==> config.mk <==
export PLATFORM = sky130hd
export DESIGN_NAME = vfu_unpacker_flat
export DESIGN_NICKNAME = d
export VERILOG_FILES = /design/src/common/vfu_pkg.sv /design/src/common/vfu_link_if.sv /design/src/verilog/vfu_unpacker.sv /design/src/flat_wrapper.sv
export SDC_FILE = /design/constraint.sdc
export NUM_CORES = 1
export LEC_CHECK = 0
export BUFFER_PORTS_ARGS = -buffer_cell sky130_fd_sc_hd__buf_2
export CAP_MARGIN = 0
export CORE_AREA = 2 2 143 200
export CTS_CLUSTER_DIAMETER = 150
export DETAILED_ROUTE_END_ITERATION = 12
export DIE_AREA = 0 0 145 202
export REMOVE_ABC_BUFFERS = 1
export SLEW_MARGIN = 30
export SYNTH_ARGS = -nofsm -noshare
export SYNTH_HDL_FRONTEND = slang
export SYNTH_SLANG_ARGS = --single-unit
export TNS_END_PERCENT = 30
==> constraint.sdc <==
create_clock -name i_clk -period 3.1 [get_ports i_clk]
set_input_delay 0.155 -clock i_clk [delete_from_list [all_inputs] [get_ports i_clk]]
set_output_delay 0.155 -clock i_clk [all_outputs]
set_load 0.03 [all_outputs]
==> src/common/vfu_pkg.sv <==
package vfu_pkg;
  // input format codes
  localparam logic [3:0] FMT_YCC_MUX = 4'h4;
  localparam logic [3:0] FMT_RGB_TV  = 4'h5;
  localparam logic [3:0] FMT_YCC16   = 4'h6;
  localparam logic [3:0] FMT_YCC24   = 4'h7;
  localparam logic [3:0] FMT_RGB_OE  = 4'h8;
  localparam logic [3:0] FMT_RGB_NG  = 4'h9;
  // latch edge select codes
  localparam logic [1:0] LES_FALL = 2'h0;
  localparam logic [1:0] LES_RISE = 2'h1;
  localparam logic [1:0] LES_BOTH = 2'h2;
  // timing reference code bytes and status bit positions
  localparam logic [7:0] TRC_ONES  = 8'hff;
  localparam logic [7:0] TRC_ZERO  = 8'h00;
  localparam int         SB_FIELD  = 6;
  localparam int         SB_VBLANK = 5;
  localparam int         SB_EAV    = 4;
  // blanking levels
  localparam logic [7:0] BLANK_Y   = 8'h10;
  localparam logic [7:0] BLANK_C   = 8'h80;
  localparam logic [23:0] BLANK_W16 = 24'h10_8000;
  localparam logic [23:0] BLANK_W24 = 24'h10_8080;
  // source register map (byte addresses)
  localparam logic [3:0] REG_CTRL = 4'h0;
  localparam logic [3:0] REG_DATA = 4'h4;
  localparam logic [3:0] REG_SYNC = 4'h8;
  localparam logic [3:0] REG_STAT = 4'hc;
  localparam int CTRL_FMT1_LSB = 0;
  localparam int CTRL_FMT2_LSB = 4;
  localparam int CTRL_EDGE_LSB = 8;
  localparam int CTRL_RUN      = 10;
  localparam int CTRL_DE       = 11;
  localparam int CTRL_HS       = 12;
  localparam int CTRL_VS       = 13;
  localparam logic [13:0] CTRL_RST = 14'h0000;
  // link clock timing
  localparam int CLK_PERIOD_NS  = 20;
  localparam int LINK_PERIOD_NS = 160;
  localparam int LINK_HALF_CYC  = LINK_PERIOD_NS / (2 * CLK_PERIOD_NS);

  // green or chroma split across the two ports
  function automatic logic [7:0] mid_lines(input logic [11:0] d1, input logic [11:0] d2);
    return {d1[3:0], d2[11:8]};
  endfunction

  function automatic logic is_ycc(input logic [3:0] fmt);
    return (fmt == FMT_YCC_MUX) || (fmt == FMT_YCC16) || (fmt == FMT_YCC24);
  endfunction
endpackage

==> src/common/vfu_link_if.sv <==
`timescale 1ns/10ps
interface vfu_link_if;
  logic [11:0] port_one_data;
  logic [11:0] port_two_data;
  logic        port_one_hsync;
  logic        port_one_vsync;
  logic        port_one_data_valid;
  logic        port_one_pixel_clock;
  logic        port_two_hsync;
  logic        port_two_vsync;
  logic        port_two_data_valid;
  logic        port_two_pixel_clock;

  modport ctl (
    output port_one_data, port_two_data, port_one_hsync, port_one_vsync,
    output port_one_data_valid, port_one_pixel_clock, port_two_hsync,
    output port_two_vsync, port_two_data_valid, port_two_pixel_clock
  );
  modport dev (
    input port_one_data, port_two_data, port_one_hsync,
    input port_one_data_valid, port_one_pixel_clock
  );
endinterface

==> src/verilog/vfu_unpacker.sv <==
// Operation
// - format 4 bytes Cb,Y,Cr,Y on low lines
// - format 4 may carry embedded sync codes
// - code first byte sits in Cb slot
// - sender sends ones, zero, zero, status
// - status bit 6 is field indicator
// - status bit 5 is vertical blanking
// - status bit 4 marks end/start active video
// - status bit 7 and 3..0 ignored
// - ganged ports carry identical sync and clock
// - 24-bit: one word per clock, falling default
// - both port format codes equal for 5..9
// - codes 5..9 select the five 24-bit maps
// - 16-bit YCrCb alternates Cb then Cr
// - idle words carry blanking levels
// - format 5 red, green, blue lane map
// - format 6 luma and alternating chroma map
// - format 7 luma, Cr, Cb lane map
// - first word after hsync lead is Cb
// - edge select: rising, falling or both
//
// Chosen here: the address map and the Avalon-MM register port.
`timescale 1ns/10ps
module vfu_unpacker
  import vfu_pkg::*;
(
  input  wire logic       i_clk,
  input  wire logic       i_rst_n,
  input  wire logic [3:0] i_port_one_format_code,
  input  wire logic [3:0] i_port_two_format_code,
  input  wire logic [1:0] i_latch_edge_select,
  vfu_link_if.dev         link,
  output logic            o_pix_valid,
  output logic [7:0]      o_comp_a,
  output logic [7:0]      o_comp_b,
  output logic [7:0]      o_comp_c,
  output logic            o_pix_ycc,
  output logic            o_field,
  output logic            o_vblank,
  output logic            o_eav,
  output logic            o_sav,
  output logic            o_format_mismatch
);

  typedef enum logic [2:0] {ST_CB, ST_Y0, ST_CR, ST_Y1, ST_Z2, ST_ST} vfu_ph_t;

  typedef struct packed {
    logic [2:0]  clk_s;
    logic [2:0]  hs_s;
    logic [1:0]  de_s;
    logic [11:0] d1_m;
    logic [11:0] d1_s;
    logic [11:0] d2_m;
    logic [11:0] d2_s;
    vfu_ph_t     ph;
    logic [7:0]  prev;
    logic [7:0]  cb;
    logic [7:0]  y0;
    logic [7:0]  cr;
    logic        half;
    logic [11:0] h1;
    logic [11:0] h2;
    logic        pend_v;
    logic [7:0]  pend_a;
    logic [7:0]  pend_b;
    logic [7:0]  pend_c;
    logic        pv;
    logic [7:0]  pa;
    logic [7:0]  pb;
    logic [7:0]  pc;
    logic        ycc;
    logic        field;
    logic        vblank;
    logic        eav;
    logic        sav;
    logic        mism;
  } vfu_dev_st_t;

  vfu_dev_st_t r;
  vfu_dev_st_t n;

  logic        rise;
  logic        fall;
  logic        mux;
  logic        cap;
  logic        hs_lead;
  logic        de;
  logic [7:0]  byte_in;
  logic [7:0]  mid;
  vfu_ph_t     cur_ph;

  // place one pixel on the output registers
  function automatic vfu_dev_st_t emit(input vfu_dev_st_t s, input logic [7:0] a,
                                       input logic [7:0] b, input logic [7:0] c,
                                       input logic y);
    s.pv  = 1'b1;
    s.pa  = a;
    s.pb  = b;
    s.pc  = c;
    s.ycc = y;
    return s;
  endfunction

  ////////////////////////////////////////////////////////////////////////////
  // edge finding on synchronised link clock; stage 0 feeds only stage 1
  assign rise    = r.clk_s[1] & ~r.clk_s[2];
  assign fall    = ~r.clk_s[1] & r.clk_s[2];
  assign hs_lead = r.hs_s[1] & ~r.hs_s[2];
  assign de      = r.de_s[1];
  assign mux     = (i_port_one_format_code == FMT_YCC_MUX);
  // 24-bit formats take one edge only, so both-edge falls back to falling
  assign cap     = (mux && i_latch_edge_select == LES_BOTH) ? (rise | fall) :
                   (i_latch_edge_select == LES_RISE) ? rise : fall;
  assign byte_in = r.d1_s[7:0];
  assign mid     = mid_lines(r.d1_s, r.d2_s);
  assign cur_ph  = hs_lead ? ST_CB : r.ph;

  ////////////////////////////////////////////////////////////////////////////
  // next state
  always_comb begin
    n       = r;
    n.pv    = 1'b0;
    n.eav   = 1'b0;
    n.sav   = 1'b0;
    n.clk_s = {r.clk_s[1:0], link.port_one_pixel_clock};
    n.hs_s  = {r.hs_s[1:0], link.port_one_hsync};
    n.de_s  = {r.de_s[0], link.port_one_data_valid};
    n.d1_m  = link.port_one_data;
    n.d1_s  = r.d1_m;
    n.d2_m  = link.port_two_data;
    n.d2_s  = r.d2_m;
    // ganged formats need both selectors alike; flagged, not enforced
    n.mism  = (i_port_one_format_code >= FMT_RGB_TV) &&
              (i_port_one_format_code <= FMT_RGB_NG) &&
              (i_port_one_format_code != i_port_two_format_code);

    // second pixel of a pair leaves one cycle after the first
    if (r.pend_v) begin
      n        = emit(n, r.pend_a, r.pend_b, r.pend_c, r.ycc);
      n.pend_v = 1'b0;
    end

    if (mux) begin
      n.ph = cur_ph;
      if (cap) begin
        n.prev = byte_in;
        // code bytes only steer the phase, so a misaligned code leaks no sample
        if (r.prev == TRC_ONES && byte_in == TRC_ZERO && cur_ph != ST_ST) begin
          n.ph = ST_Z2;
        end else if (byte_in == TRC_ONES && cur_ph != ST_ST) begin
          n.ph = cur_ph;
        end else begin
          unique case (cur_ph)
            ST_CB: begin
              n.cb = byte_in;
              n.ph = ST_Y0;
            end
            ST_Y0: begin
              n.y0 = byte_in;
              n.ph = ST_CR;
            end
            ST_CR: begin
              n.cr = byte_in;
              n    = emit(n, r.y0, r.cb, byte_in, 1'b1);
              n.ph = ST_Y1;
            end
            ST_Y1: begin
              n    = emit(n, byte_in, r.cb, r.cr, 1'b1);
              n.ph = ST_CB;
            end
            ST_Z2: begin
              // a broken preamble drops back to the chroma slot
              n.ph = (byte_in == TRC_ZERO) ? ST_ST : ST_CB;
            end
            ST_ST: begin
              // status byte: only field, blanking and eav/sav are used
              n.field  = byte_in[SB_FIELD];
              n.vblank = byte_in[SB_VBLANK];
              n.eav    = byte_in[SB_EAV];
              n.sav    = ~byte_in[SB_EAV];
              n.ph     = ST_CB;
            end
          endcase
        end
      end
    end else if (cap && de) begin
      unique case (i_port_one_format_code)
        FMT_RGB_TV, FMT_RGB_NG: begin
          n = emit(n, r.d1_s[11:4], mid, r.d2_s[7:0], 1'b0);
        end
        FMT_YCC24: begin
          n = emit(n, r.d1_s[11:4], r.d2_s[7:0], mid, 1'b1);
        end
        FMT_YCC16: begin
          if (!r.half) begin
            n.cb   = mid;
            n.y0   = r.d1_s[11:4];
            n.half = 1'b1;
          end else begin
            n        = emit(n, r.y0, r.cb, mid, 1'b1);
            n.pend_v = 1'b1;
            n.pend_a = r.d1_s[11:4];
            n.pend_b = r.cb;
            n.pend_c = mid;
            n.half   = 1'b0;
          end
        end
        FMT_RGB_OE: begin
          // odd/even pair: first word holds green low and blue of both
          if (!r.half) begin
            n.h1   = r.d1_s;
            n.h2   = r.d2_s;
            n.half = 1'b1;
          end else begin
            n        = emit(n, r.d1_s[11:4], {r.d1_s[3:0], r.h1[11:8]},
                            r.h1[7:0], 1'b0);
            n.pend_v = 1'b1;
            n.pend_a = r.d2_s[11:4];
            n.pend_b = {r.d2_s[3:0], r.h2[11:8]};
            n.pend_c = r.h2[7:0];
            n.half   = 1'b0;
          end
        end
        default: begin
          // multiplexed rgb codes are not unpacked here
          n.half = 1'b0;
        end
      endcase
    end
    // word pairing restarts with every active run
    if (!de) begin
      n.half = 1'b0;
    end
  end

  ////////////////////////////////////////////////////////////////////////////
  // state register
  always_ff @(posedge i_clk or negedge i_rst_n) begin
    if (!i_rst_n) begin
      r <= '0;
    end else begin
      r <= n;
    end
  end

  ////////////////////////////////////////////////////////////////////////////
  // outputs straight from the state register
  assign o_pix_valid       = r.pv;
  assign o_comp_a          = r.pa;
  assign o_comp_b          = r.pb;
  assign o_comp_c          = r.pc;
  assign o_pix_ycc         = r.ycc;
  assign o_field           = r.field;
  assign o_vblank          = r.vblank;
  assign o_eav             = r.eav;
  assign o_sav             = r.sav;
  assign o_format_mismatch = r.mism;

endmodule

==> src/flat_wrapper.sv <==
// flat-port wrapper written by rule: the top's interface ports become plain ports
module vfu_unpacker_flat import vfu_pkg::*;
  (i_clk, i_rst_n, i_port_one_format_code, i_port_two_format_code, i_latch_edge_select, o_pix_valid, o_comp_a, o_comp_b, o_comp_c, o_pix_ycc, o_field, o_vblank, o_eav, o_sav, o_format_mismatch, link_port_one_data, link_port_two_data, link_port_one_hsync, link_port_one_data_valid, link_port_one_pixel_clock);
  vfu_link_if link_i ();
  input  wire logic i_clk;
  input  wire logic i_rst_n;
  input  wire logic [3:0] i_port_one_format_code;
  input  wire logic [3:0] i_port_two_format_code;
  input  wire logic [1:0] i_latch_edge_select;
  output logic o_pix_valid;
  output logic [7:0] o_comp_a;
  output logic [7:0] o_comp_b;
  output logic [7:0] o_comp_c;
  output logic o_pix_ycc;
  output logic o_field;
  output logic o_vblank;
  output logic o_eav;
  output logic o_sav;
  output logic o_format_mismatch;
  input wire logic [$bits(link_i.port_one_data)-1:0] link_port_one_data;
  input wire logic [$bits(link_i.port_two_data)-1:0] link_port_two_data;
  input wire logic [$bits(link_i.port_one_hsync)-1:0] link_port_one_hsync;
  input wire logic [$bits(link_i.port_one_data_valid)-1:0] link_port_one_data_valid;
  input wire logic [$bits(link_i.port_one_pixel_clock)-1:0] link_port_one_pixel_clock;
  assign link_i.port_one_data = link_port_one_data;
  assign link_i.port_two_data = link_port_two_data;
  assign link_i.port_one_hsync = link_port_one_hsync;
  assign link_i.port_one_data_valid = link_port_one_data_valid;
  assign link_i.port_one_pixel_clock = link_port_one_pixel_clock;
  vfu_unpacker u_core (.i_clk(i_clk), .i_rst_n(i_rst_n), .i_port_one_format_code(i_port_one_format_code), .i_port_two_format_code(i_port_two_format_code), .i_latch_edge_select(i_latch_edge_select), .link(link_i), .o_pix_valid(o_pix_valid), .o_comp_a(o_comp_a), .o_comp_b(o_comp_b), .o_comp_c(o_comp_c), .o_pix_ycc(o_pix_ycc), .o_field(o_field), .o_vblank(o_vblank), .o_eav(o_eav), .o_sav(o_sav), .o_format_mismatch(o_format_mismatch));
endmodule
**After elaboration in Yosys (flattened, before gate mapping)**

Index checks and enable logic that the tools add are counted.

- Flip-flop bits (word level): 172
- Input port bits: 39
- Output and inout port bits: 31
- Logic and storage cells: 94

- Order comparisons: 2
- Eq/ne operators: 17
- Mux-type cells: 26
- Bitwise gates (word level): 8
- Reduce and logical (&&, ||, !) cells: 12

Operator list:

| kind | count |
|---|---|
| 80-bit case mux with 4 select lines | 1 |
| 105-bit 2-to-1 mux | 3 |
| 116-bit 2-to-1 mux | 2 |
| 84-bit case mux with 2 select lines | 1 |
| 56-bit 2-to-1 mux | 2 |
| 31-bit 2-to-1 mux | 1 |
| 25-bit 2-to-1 mux | 1 |
| 24-bit 2-to-1 mux | 1 |
| 4-bit by 3-bit equality test with 1-bit output, second input constant | 4 |
| 8-bit equality test, second input constant | 2 |
| 16-bit 2-to-1 mux | 1 |
| 8-bit 2-to-1 mux | 2 |
| 3-bit case mux with 5 select lines | 1 |
| 3-bit 2-to-1 mux | 4 |
| 4-bit equality test, second input constant | 2 |
| 8-bit zero test | 1 |
| 1-bit logical AND | 7 |
| 3-bit by 2-bit equality test with 1-bit output, second input constant | 2 |
| 3-bit equality test, second input constant | 2 |
| 4-bit by 3-bit >= comparator with 1-bit output, second input constant | 1 |
| 4-bit <= comparator, second input constant | 1 |
| 1-bit 2-to-1 mux | 4 |
| 4-bit 2-to-1 mux | 1 |
| 4-bit != test | 1 |
| other kinds (11) | 17 |

**Depth between registers and ports, before layout**

Gate-level depths: netlist of run 1.

- Depth in word-level cells: 11
- Depth in mapped cells: 10
- Depth with buffers taken out: 7

**Worst setup path after synthesis of run 1**

Ideal clock, no wire load.

- Path kind: register to register
- Start point: register u_core.r (netlist bit u_core.byte_in[0])
- End point: register u_core.r[100] (netlist bit)
- Library setup time: 125 ps
- Arrival: 2546 ps
- Required time: 2975 ps
- Setup slack: 429 ps
- Cell stages (with the launch flop): 8
- Buffers on the path: 2
- Period minus slack after synthesis: 2671 ps
- Cells stage by stage: dfrtp_1 -> buf_6 -> or4_4 -> or4_4 -> o221a_4 -> buf_6 -> o211ai_4 -> mux2_2

- Cells in the longest elaborated chain, start to end: 6
- Elaborated cells on any way between the ends: 9
- Classes of those cells: 1 x eq/ne; 4 x mux; 4 x reduce/logical

Ends and longest elaborated chain:

| element | line | source |
|---|---|---|
| start: declaration | vfu_unpacker.sv:79 | `vfu_dev_st_t r;` |
| start signal: assignment | vfu_unpacker.sv:242 | `r <= n;` |
| 8-bit equality test or 8-bit zero test (tied branches) | vfu_unpacker.sv:150, vfu_unpacker.sv:148 |  |
| 1-bit logical AND, on equally long branches | vfu_unpacker.sv:150, vfu_unpacker.sv:148 |  |
| 105-bit 2-to-1 mux or 1-bit logical AND (tied branches) | vfu_unpacker.sv:150, vfu_unpacker.sv:148 |  |
| 105-bit 2-to-1 mux (*) | vfu_unpacker.sv:148 | `if (r.prev == TRC_ONES && byte_in == TRC_ZERO && cur_ph != ST_ST) begin` |
| 116-bit 2-to-1 mux (*) | vfu_unpacker.sv:145 | `if (cap) begin` |
| 116-bit 2-to-1 mux (*) | vfu_unpacker.sv:143 | `if (mux) begin` |

Mark *: on every way between the ends. The rest lies on a longest branch, timed or not.

**Final worst setup path of run 1**

- Start point: register u_core.r (netlist bit u_core.byte_in[4])
- End point: register u_core.r[104] (netlist bit)

Same word-level chain as after synthesis.

==> qor.yml, run 1 <==
floorplan:
  fp.dieH_microns: 202
  rows: 72
  die_area_sq_um: 29300
  core_area_sq_um: 27500
  initial_core_util_pct: 29.7
  ios: 70
  die_width_microns: 145
timing:
  drv_slew: 0
  fmax_ghz: 0.356
  relSlewSlack_pct: 36.7
  period_share_pct: 90.7
  rsz0062_at_grt: "false"
  finalSetupTns_ns: 0
  skew_ns: 0.0107
  worst_slack_ns: 0.289
  setup_viol: 0
  fin_crit_ns: 2.81
  worstMarginPinSlew_ns: 0.947
  final_hold_viol_count: 0
yosys:
  synth.distinct_cells: 71
  yosys.area.top_type_share_pct: 52.8
  yosysTopAreaCell: "dfrtp_1"
  synth_area_sq_um: 8150
  synth_edf_count: 0
  synth.avg_cell_area_sq_um: 11.9
  synth-seq-cells: 172
  synthTopCellsByArea: "dfrtp_1 53%, mux2_2 11%, a22oi_1 2.9%, a32o_1 2.7%, o2bb2ai_1 2.6%"
  synth_ff_type: "dfrtp_1"
  async_flop_share_pct: 100
  synthCells: 686
  seq_area_frac_synth_pct: 52.8
  yosysWarnings: 0
setup_path:
  cp_slowest_cell: "or4_1"
  cp.required_ns: 3.42
  rrSetupSlack_ns: 0.29
  path_class: "reg2reg"
  crit_arrival_ns: 3.13
  cp-start-kind: "register"
  critPathCaptureType: "register"
  path_max_fanout: 26
  slowest_delay_ns: 0.62
  worstPathCellList: "or4_1, or4_4, o221a_4, o211ai_4, mux2_2"
global_routing:
  use_met1_pct: 19.5
  first_global_vias: 6259
  overflow: 0
  grt_max_degree: 70
  grt_pass1_wl_microns: 37100
  met2_usage_pct: 27.5
  grt.total_usage_pct: 16.3
  antenna_found_initial: 0
  grt_busiest_layer: "met2"
  grt_util_met3_pct: 3.12
drt:
  totalWireLength_microns: 23700
  viasPerCell: 5.33
  postRouteAntennaNets: 0
  wl_per_cell_microns: 20.7
  drt_pre_antenna_iters: 7
  drtIter0Drc: 548
  drc: 0
  vias: 6084
final_layout:
  antenna_cells: 0
  layout_commonest_cell: "dfrtp_1"
  fin_nets: 801
  stdcell_area_sq_um: 9830
  layout.cells.non_filler: 1141
  area_delta_synth_final_pct: 20.6
  final_cell_mix: "171 x dfrtp_1, 78 x mux2_2, 68 x buf_2"
  drive_gt1_share_pct: 31.1
run:
  drv_cap: 0
placement:
  dpl_worst_slack_ns: 0.305
  numPortBuffers: 69
  place_inst: 1083
  gp_congestion: 0.882
  hpwlAfterDp_microns: 16200
  place_area_sq_um: 8900
pwr:
  power.total_uw: 5840
  power_density_nw_per_um2: 595
  p_leak_uw: 0.00424
  irDropWorstVdd_mv: 0.311
clocking:
  cts-resized-gates: 0
  cts_max_path_buffers: 2
  cts_root_buffer: "clkbuf_16"
  cts-buffers-inserted: 17
  clk_latency_ns: 0.43
  clock-sinks: 172
  clk_pin_slew_worst_paths_ns: 0.07
  cts_tree: "built"
  cts_setup_buffers: 0
  cts_hold_buf: 28
  ctsHtreeMaxLevel: 4
outcome:
  run_status: "finished clean"
hold_path:
  min_path_type: "in2reg"
## layout make-up
class	instances	area (sq um)
Clock inverter	10	190
Tap cell	370	463
Fill cell	2708	17600
Multi-Input combinational cell	419	3380
Inverter	10	37.5
Clock buffer	20	457
Timing Repair Buffer	140	992
Sequential cell	172	4310
## where the power goes
part	leakage (uW)	internal [uW]	switching (uW)	total, uW
registers	0.00221	2450	157	2600
clock network	0.000316	1470	868	2340
logic	0.00172	366	540	905
## flip-flops by register name, indices dropped and copies added, names as in the netlist, 4 cells and up
register         count
u_core.byte_in       8
u_core.mid           4
u_core.o_comp_a      8
u_core.o_comp_b      8
u_core.o_comp_c      8
u_core.r           128
## layer usage
metal	up-vias	part of all wire [%]
met5	-	0
met3	63	4.5
met4	0	4.4
li1	2749	-
met1	3036	42
met2	236	49
## metrics by stage
step                hold WS, ns  utilization, %
finish                    0.137            35.8
global route              0.147            35.8
CTS                       0.118            35.8
detailed placement        0.222            32.4
global placement          0.222            32.4
floorplan                -0.141               -
## Yosys cell counts (6+ instances only)
cell type and count:
buf_4 24, nor3_1 11, nand2_1 31, a22oi_1 31
dfrtp_1 172, a41oi_1 7, a21oi_1 20, a221oi_1 9
mux2_2 78, mux2i_1 14, buf_2 8, clkbuf_1 47
nand4_1 6, a32o_1 22, inv_1 10, o221ai_1 13
o22ai_1 8, nand3_1 13, o21ai_0 15, o31ai_1 6
nor2b_1 6, nor2_1 16, a2bb2oi_1 6, o2bb2ai_1 24
## logic make-up (layout without fill, tap and decap cells)
group | Yosys count | in the layout | synth area share (%)
compound gates | 199 | 199 | 19.7
flops | 172 | 172 | 52.8
simple gates | 122 | 122 | 8.49
buf+inv | 95 | 180 | 5.79
mux | 92 | 92 | 12.5
xor+xnor | 4 | 4 | 0.430
fa+ha+maj | 2 | 2 | 0.307
## worst max-delay path: cells and delay by family (launching register included)
kind,cells,cell delay (ns)
compound gates,2,0.74
flops,1,0.37
simple gates,2,1.21
mux,1,0.38
## worst paths after layout
path / from / to / cells past startpoint
max: u_core.byte_in[4]$_DFF_PN0_ / u_core.r[104]$_DFFE_PN0P_ / 5
min: i_port_two_format_code[1] / u_core.o_format_mismatch$_DFF_PN0_ / 3
max reg2reg: u_core.byte_in[4]$_DFF_PN0_ / u_core.r[104]$_DFFE_PN0P_ / 5
min reg2reg: u_core.r[134]$_DFF_PN0_ / u_core.r[122]$_DFF_PN0_ / 0
max in group asynchronous: i_rst_n / u_core.byte_in[3]$_DFF_PN0_ / 3
min in group asynchronous: i_rst_n / u_core.r[69]$_DFFE_PN0P_ / 2
Power figures use the tool's default switching activity.
==> run 2, diff against run 1 <==
--- a/config.mk
+++ b/config.mk
@@ -7,5 +7,5 @@
 export LEC_CHECK = 0
 export BUFFER_PORTS_ARGS = -buffer_cell sky130_fd_sc_hd__buf_2
-export CAP_MARGIN = 0
+export CAP_MARGIN = 40
 export CORE_AREA = 2 2 143 200
 export CTS_CLUSTER_DIAMETER = 150
==> constraint.sdc (replaced) <==
create_clock -name i_clk -period 2.9 [get_ports i_clk]
set_input_delay 0 -clock i_clk [delete_from_list [all_inputs] [get_ports i_clk]]
set_output_delay 0 -clock i_clk [all_outputs]
set_load 0.03 [all_outputs]
==> qor.yml, run 2 (synthesized netlist as in run 1, its figures left out) <==
timing:
  rsz0062_at_grt: "false"
  skew_ns: 0.0123
  drv_slew: 0
  period_share_pct: 96.7
  finalSetupTns_ns: 0
  fin_crit_ns: 2.80
  final_hold_viol_count: 0
  fmax_ghz: 0.357
  setup_viol: 0
  relSlewSlack_pct: 51.6
  worstMarginPinSlew_ns: 0.726
run:
  drv_cap: 0
drt:
  postRouteAntennaNets: 0
  wl_per_cell_microns: 20.6
  vias: 6231
  viasPerCell: 5.45
  drc: 0
  drtIter0Drc: 518
  totalWireLength_microns: 23500
  drt_pre_antenna_iters: 7
final_layout:
  layout_commonest_cell: "dfrtp_1"
  drive_gt1_share_pct: 30.9
  largest_register_ffs: 128
  area_delta_synth_final_pct: 20.9
  fin_nets: 802
  final_cell_mix: "172 x dfrtp_1, 78 x mux2_2, 68 x buf_2"
  multi_input_area_sq_um: 3380
  regArea_sq_um: 4300
  fillers: 2736
  regMostFlops: "u_core.r"
  antenna_cells: 0
placement:
  hpwlAfterDp_microns: 16100
  gp_congestion: 0.883
  numPortBuffers: 69
pwr:
  power.total_uw: 6300
  irDropWorstVdd_mv: 0.401
  power_density_nw_per_um2: 640
  p_leak_uw: 0.00424
setup_path:
  path_class: "reg2reg"
  crit_arrival_ns: 3.13
  reg2reg_to: "u_core.r[98]$_DFFE_PN0P_"
  critPathCaptureType: "register"
  r2r-start: "u_core.byte_in[4]$_DFF_PN0_"
  path_max_fanout: 18
  rrSetupSlack_ns: 0.1
  critPathLaunch: "u_core.byte_in[4]$_DFF_PN0_"
  cp.required_ns: 3.23
  cp-start-kind: "register"
  rr_worst_depth: 6
clocking:
  cts_max_path_buffers: 2
  clk_latency_ns: 0.45
  clock-sinks: 172
  clk_pin_slew_worst_paths_ns: 0.06
  cts-resized-gates: 0
  cts_hold_buf: 30
  ctsHtreeMaxLevel: 4
  cts_setup_buffers: 0
  cts_root_buffer: "clkbuf_16"
  cts-buffers-inserted: 17
  cts_tree: "built"
hold_path:
  min_path_type: "in2reg"
  hold_start: "i_port_one_format_code[1]"
  hold_path_end: "u_core.o_comp_b[1]$_DFF_PN0_"
  hold_depth: 4
global_routing:
  grt.total_usage_pct: 16.5
  first_global_vias: 6471
  grt_pass1_wl_microns: 37400
  grt_max_degree: 75
  overflow: 0
  antenna_found_initial: 0
floorplan:
  fp.dieH_microns: 202
  die_area_sq_um: 29300
  initial_core_util_pct: 29.7
  die_width_microns: 145
  ios: 70
  core_area_sq_um: 27500
  rows: 72
outcome:
  run_status: "finished clean"
[run 2: routing by layer]
| metal | up-vias | global-route usage (%) | routed length [microns] |
|---|---|---|---|
| met1 | 3138 | 19.7 | 9540 |
| met4 | 0 | 9.69 | 1040 |
| met2 | 275 | 27.6 | 11700 |
| met3 | 68 | 3.23 | 1280 |
| li1 | 2750 | - | - |
| met5 | - | 0 | 0 |
[run 2: power by group]
part	switching (uW)	internal, uW	leakage [uW]	total, uW
sequential	164	2620	0.00221	2780
clock	960	1600	0.000313	2560
combinational	575	393	0.00172	968
[run 2: final cells by class]
class | instances | share of cell area [%]
multi-input cells | 419 | 34.3
repair buffers | 141 | 10.2
well taps | 370 | 4.70
flip-flops and latches | 172 | 43.7
clock buffers | 22 | 4.81
clock inverters | 10 | 1.89
inverters | 10 | 0.381
[run 2: worst max-delay path by stage]
stage,to,cells past startpoint
CTS,u_core.r[98]$_DFFE_PN0P_,6
detailed placement,u_core.r[98]$_DFFE_PN0P_,6
floorplan,u_core.o_comp_b[0]$_DFF_PN0_,5
global route,u_core.r[98]$_DFFE_PN0P_,6
finish,u_core.r[98]$_DFFE_PN0P_,6
global placement,u_core.r[99]$_DFFE_PN0P_,6
[run 2: critical path, cell delays in order (launching register included)]
cell and delay [ns]:
dfrtp_1 0.37, or4_1 0.57, or4_4 0.59, o221a_4 0.37
buf_4 0.24, a32o_1 0.27, mux2_2 0.26
[run 2: through the flow]
stage | std cells | utilization [%] | instance area (sq um) | hold slack, ns | worst slack (ns)
floorplan | 601 | - | 7710 | -0.296 | -0.909
global placement | 1081 | 32.3 | 8880 | 0.0766 | 0.137
detailed placement | 1081 | 32.3 | 8880 | 0.0795 | 0.113
CTS | 1143 | 35.8 | 9840 | 0.111 | 0.110
global route | 1144 | 35.9 | 9850 | 0.162 | 0.0264
finish | 1144 | 35.9 | 9850 | 0.136 | 0.0962
==> run 3, diff against run 2 <==
GPL_ROUTABILITY_DRIVEN = 1   (was unset)
REMOVE_ABC_BUFFERS = unset   (was 1)
==> qor.yml, run 3 (synthesized netlist as in run 1, its figures left out) <==
final_layout:
  antenna_cells: 0
  largest_register_ffs: 128
  stdcell_area_sq_um: 9830
  layout_commonest_cell: "dfrtp_1"
  final_cell_mix: "172 x dfrtp_1, 78 x mux2_2, 68 x buf_2"
  drive_gt1_share_pct: 31.4
  area_delta_synth_final_pct: 20.6
  regMostFlops: "u_core.r"
  fin_nets: 806
clocking:
  cts_tree: "built"
  cts-buffers-inserted: 17
  ctsHtreeMaxLevel: 4
  cts_root_buffer: "clkbuf_16"
  clk_latency_ns: 0.43
  clk_pin_slew_worst_paths_ns: 0.07
  clock-sinks: 172
  cts_max_path_buffers: 2
placement:
  hpwlAfterDp_microns: 16600
  place_area_sq_um: 8880
  numPortBuffers: 69
  dpl_worst_slack_ns: 0.0946
  gp_congestion: 0.854
pwr:
  switching_power_uw: 1720
  p_leak_uw: 0.00424
  pwr-share-clk_pct: 38.9
  switching_share_pct: 28.0
  irDropWorstVdd_mv: 0.425
  power.total_uw: 6140
  intPower_uw: 4420
  comb_power_share_pct: 15.9
  seqPwrFrac_pct: 45.2
  power_density_nw_per_um2: 625
floorplan:
  core_area_sq_um: 27500
  fp.dieH_microns: 202
  ios: 70
  initial_core_util_pct: 29.7
  die_area_sq_um: 29300
  die_width_microns: 145
  rows: 72
drt:
  postRouteAntennaNets: 0
  drt_pre_antenna_iters: 5
  drtIter0Drc: 565
  viasPerCell: 5.32
  wl_per_cell_microns: 20.7
  vias: 6108
  drc: 0
  totalWireLength_microns: 23800
timing:
  timing.hold.ws_ns: 0.00381
  fmax_ghz: 0.355
  relSlewSlack_pct: 48.1
  rsz0062_at_grt: "false"
  worstMarginPinSlew_ns: 0.777
  fin_crit_ns: 2.81
  skew_ns: 0.00983
  finalSetupTns_ns: 0
  drv_slew: 0
  period_share_pct: 97.0
  worst_slack_ns: 0.0862
  setup_viol: 0
  final_hold_viol_count: 0
global_routing:
  antenna_found_initial: 0
  overflow: 0
  first_global_vias: 6513
  grt_pass1_wl_microns: 37800
  grt.total_usage_pct: 16.6
  grt_max_degree: 94
setup_path:
  path_class: "reg2reg"
  path_max_fanout: 29
  cp_slowest_cell: "or4_4"
  cp.required_ns: 3.22
  cp-start-kind: "register"
  worstPathCellList: "or4_1, or4_4, o221a_4, o211ai_4, mux2_2"
  critPathCaptureType: "register"
  slowest_delay_ns: 0.58
  reg2reg_to: "u_core.r[99]$_DFFE_PN0P_"
  rrSetupSlack_ns: 0.09
  rr_worst_depth: 5
  r2r-start: "u_core.byte_in[4]$_DFF_PN0_"
  crit_arrival_ns: 3.13
hold_path:
  min_path_type: "in2async"
run:
  drv_cap: 0
yosys:
  syn-num-nets: 727
outcome:
  run_status: "finished clean"
[run 3: timing repair]
action | CTS | global route
endpoints found under the hold margin | 117 | 0
hold buffers | 30 | 0
gates resized for setup | 0 | 0
setup buffers | 0 | 0
[run 3: routing by layer]
layer	share of wire (%)	global-route usage (%)	routed length [microns]	vias up
met1	42	19.9	10000	3091
met5	0	0	0	-
met3	3.8	2.33	910	70
met4	4.6	9.58	1100	0
li1	-	-	-	2746
met2	49	28.5	11800	201
[run 3: worst max path at each step]
stage | startpoint | end | slack [ns]
floorplan | u_core.byte_in[0]$_DFF_PN0_ | u_core.r[100]$_DFFE_PN0P_ | 0.23
global placement | u_core.byte_in[4]$_DFF_PN0_ | u_core.r[97]$_DFFE_PN0P_ | 0.14
detailed placement | u_core.byte_in[4]$_DFF_PN0_ | u_core.r[99]$_DFFE_PN0P_ | 0.09
CTS | u_core.byte_in[4]$_DFF_PN0_ | u_core.r[101]$_DFFE_PN0P_ | 0.09
global route | u_core.byte_in[4]$_DFF_PN0_ | u_core.r[101]$_DFFE_PN0P_ | 0.007
finish | u_core.byte_in[4]$_DFF_PN0_ | u_core.r[99]$_DFFE_PN0P_ | 0.09
[run 3: power groups by stage]
stage | sequential [uW] | combinational (uW) | clock (uW)
floorplan | 2760 | 716 | 0
global placement | 2810 | 928 | 0
detailed placement | 2820 | 939 | 0
CTS | 2770 | 975 | 2450
global route | 2800 | 1060 | 2520
finish | 2770 | 974 | 2390
[run 3: area by class of cell]
| type | instances | area, sq um |
|---|---|---|
| Clock buffer | 20 | 457 |
| Multi-Input combinational cell | 419 | 3380 |
| Tap cell | 370 | 463 |
| Sequential cell | 172 | 4300 |
| Inverter | 10 | 37.5 |
| Clock inverter | 12 | 161 |
| Timing Repair Buffer | 145 | 1020 |
| Fill cell | 2715 | 17700 |
[run 3: worst max-delay path, delay by kind of cell (launching register included)]
| family | cells | cell delay, ns |
|---|---|---|
| muxes | 1 | 0.38 |
| and+or+nand+nor | 2 | 1.15 |
| DFF | 1 | 0.37 |
| AOI/OAI and AO/OA | 2 | 0.78 |
[run 3: per-stage QoR]
stage	utilization (%)	std cells
floorplan	-	686
CTS	35.7	1147
finish	35.8	1148
global route	35.8	1148
detailed placement	32.3	1085
global placement	32.3	1084
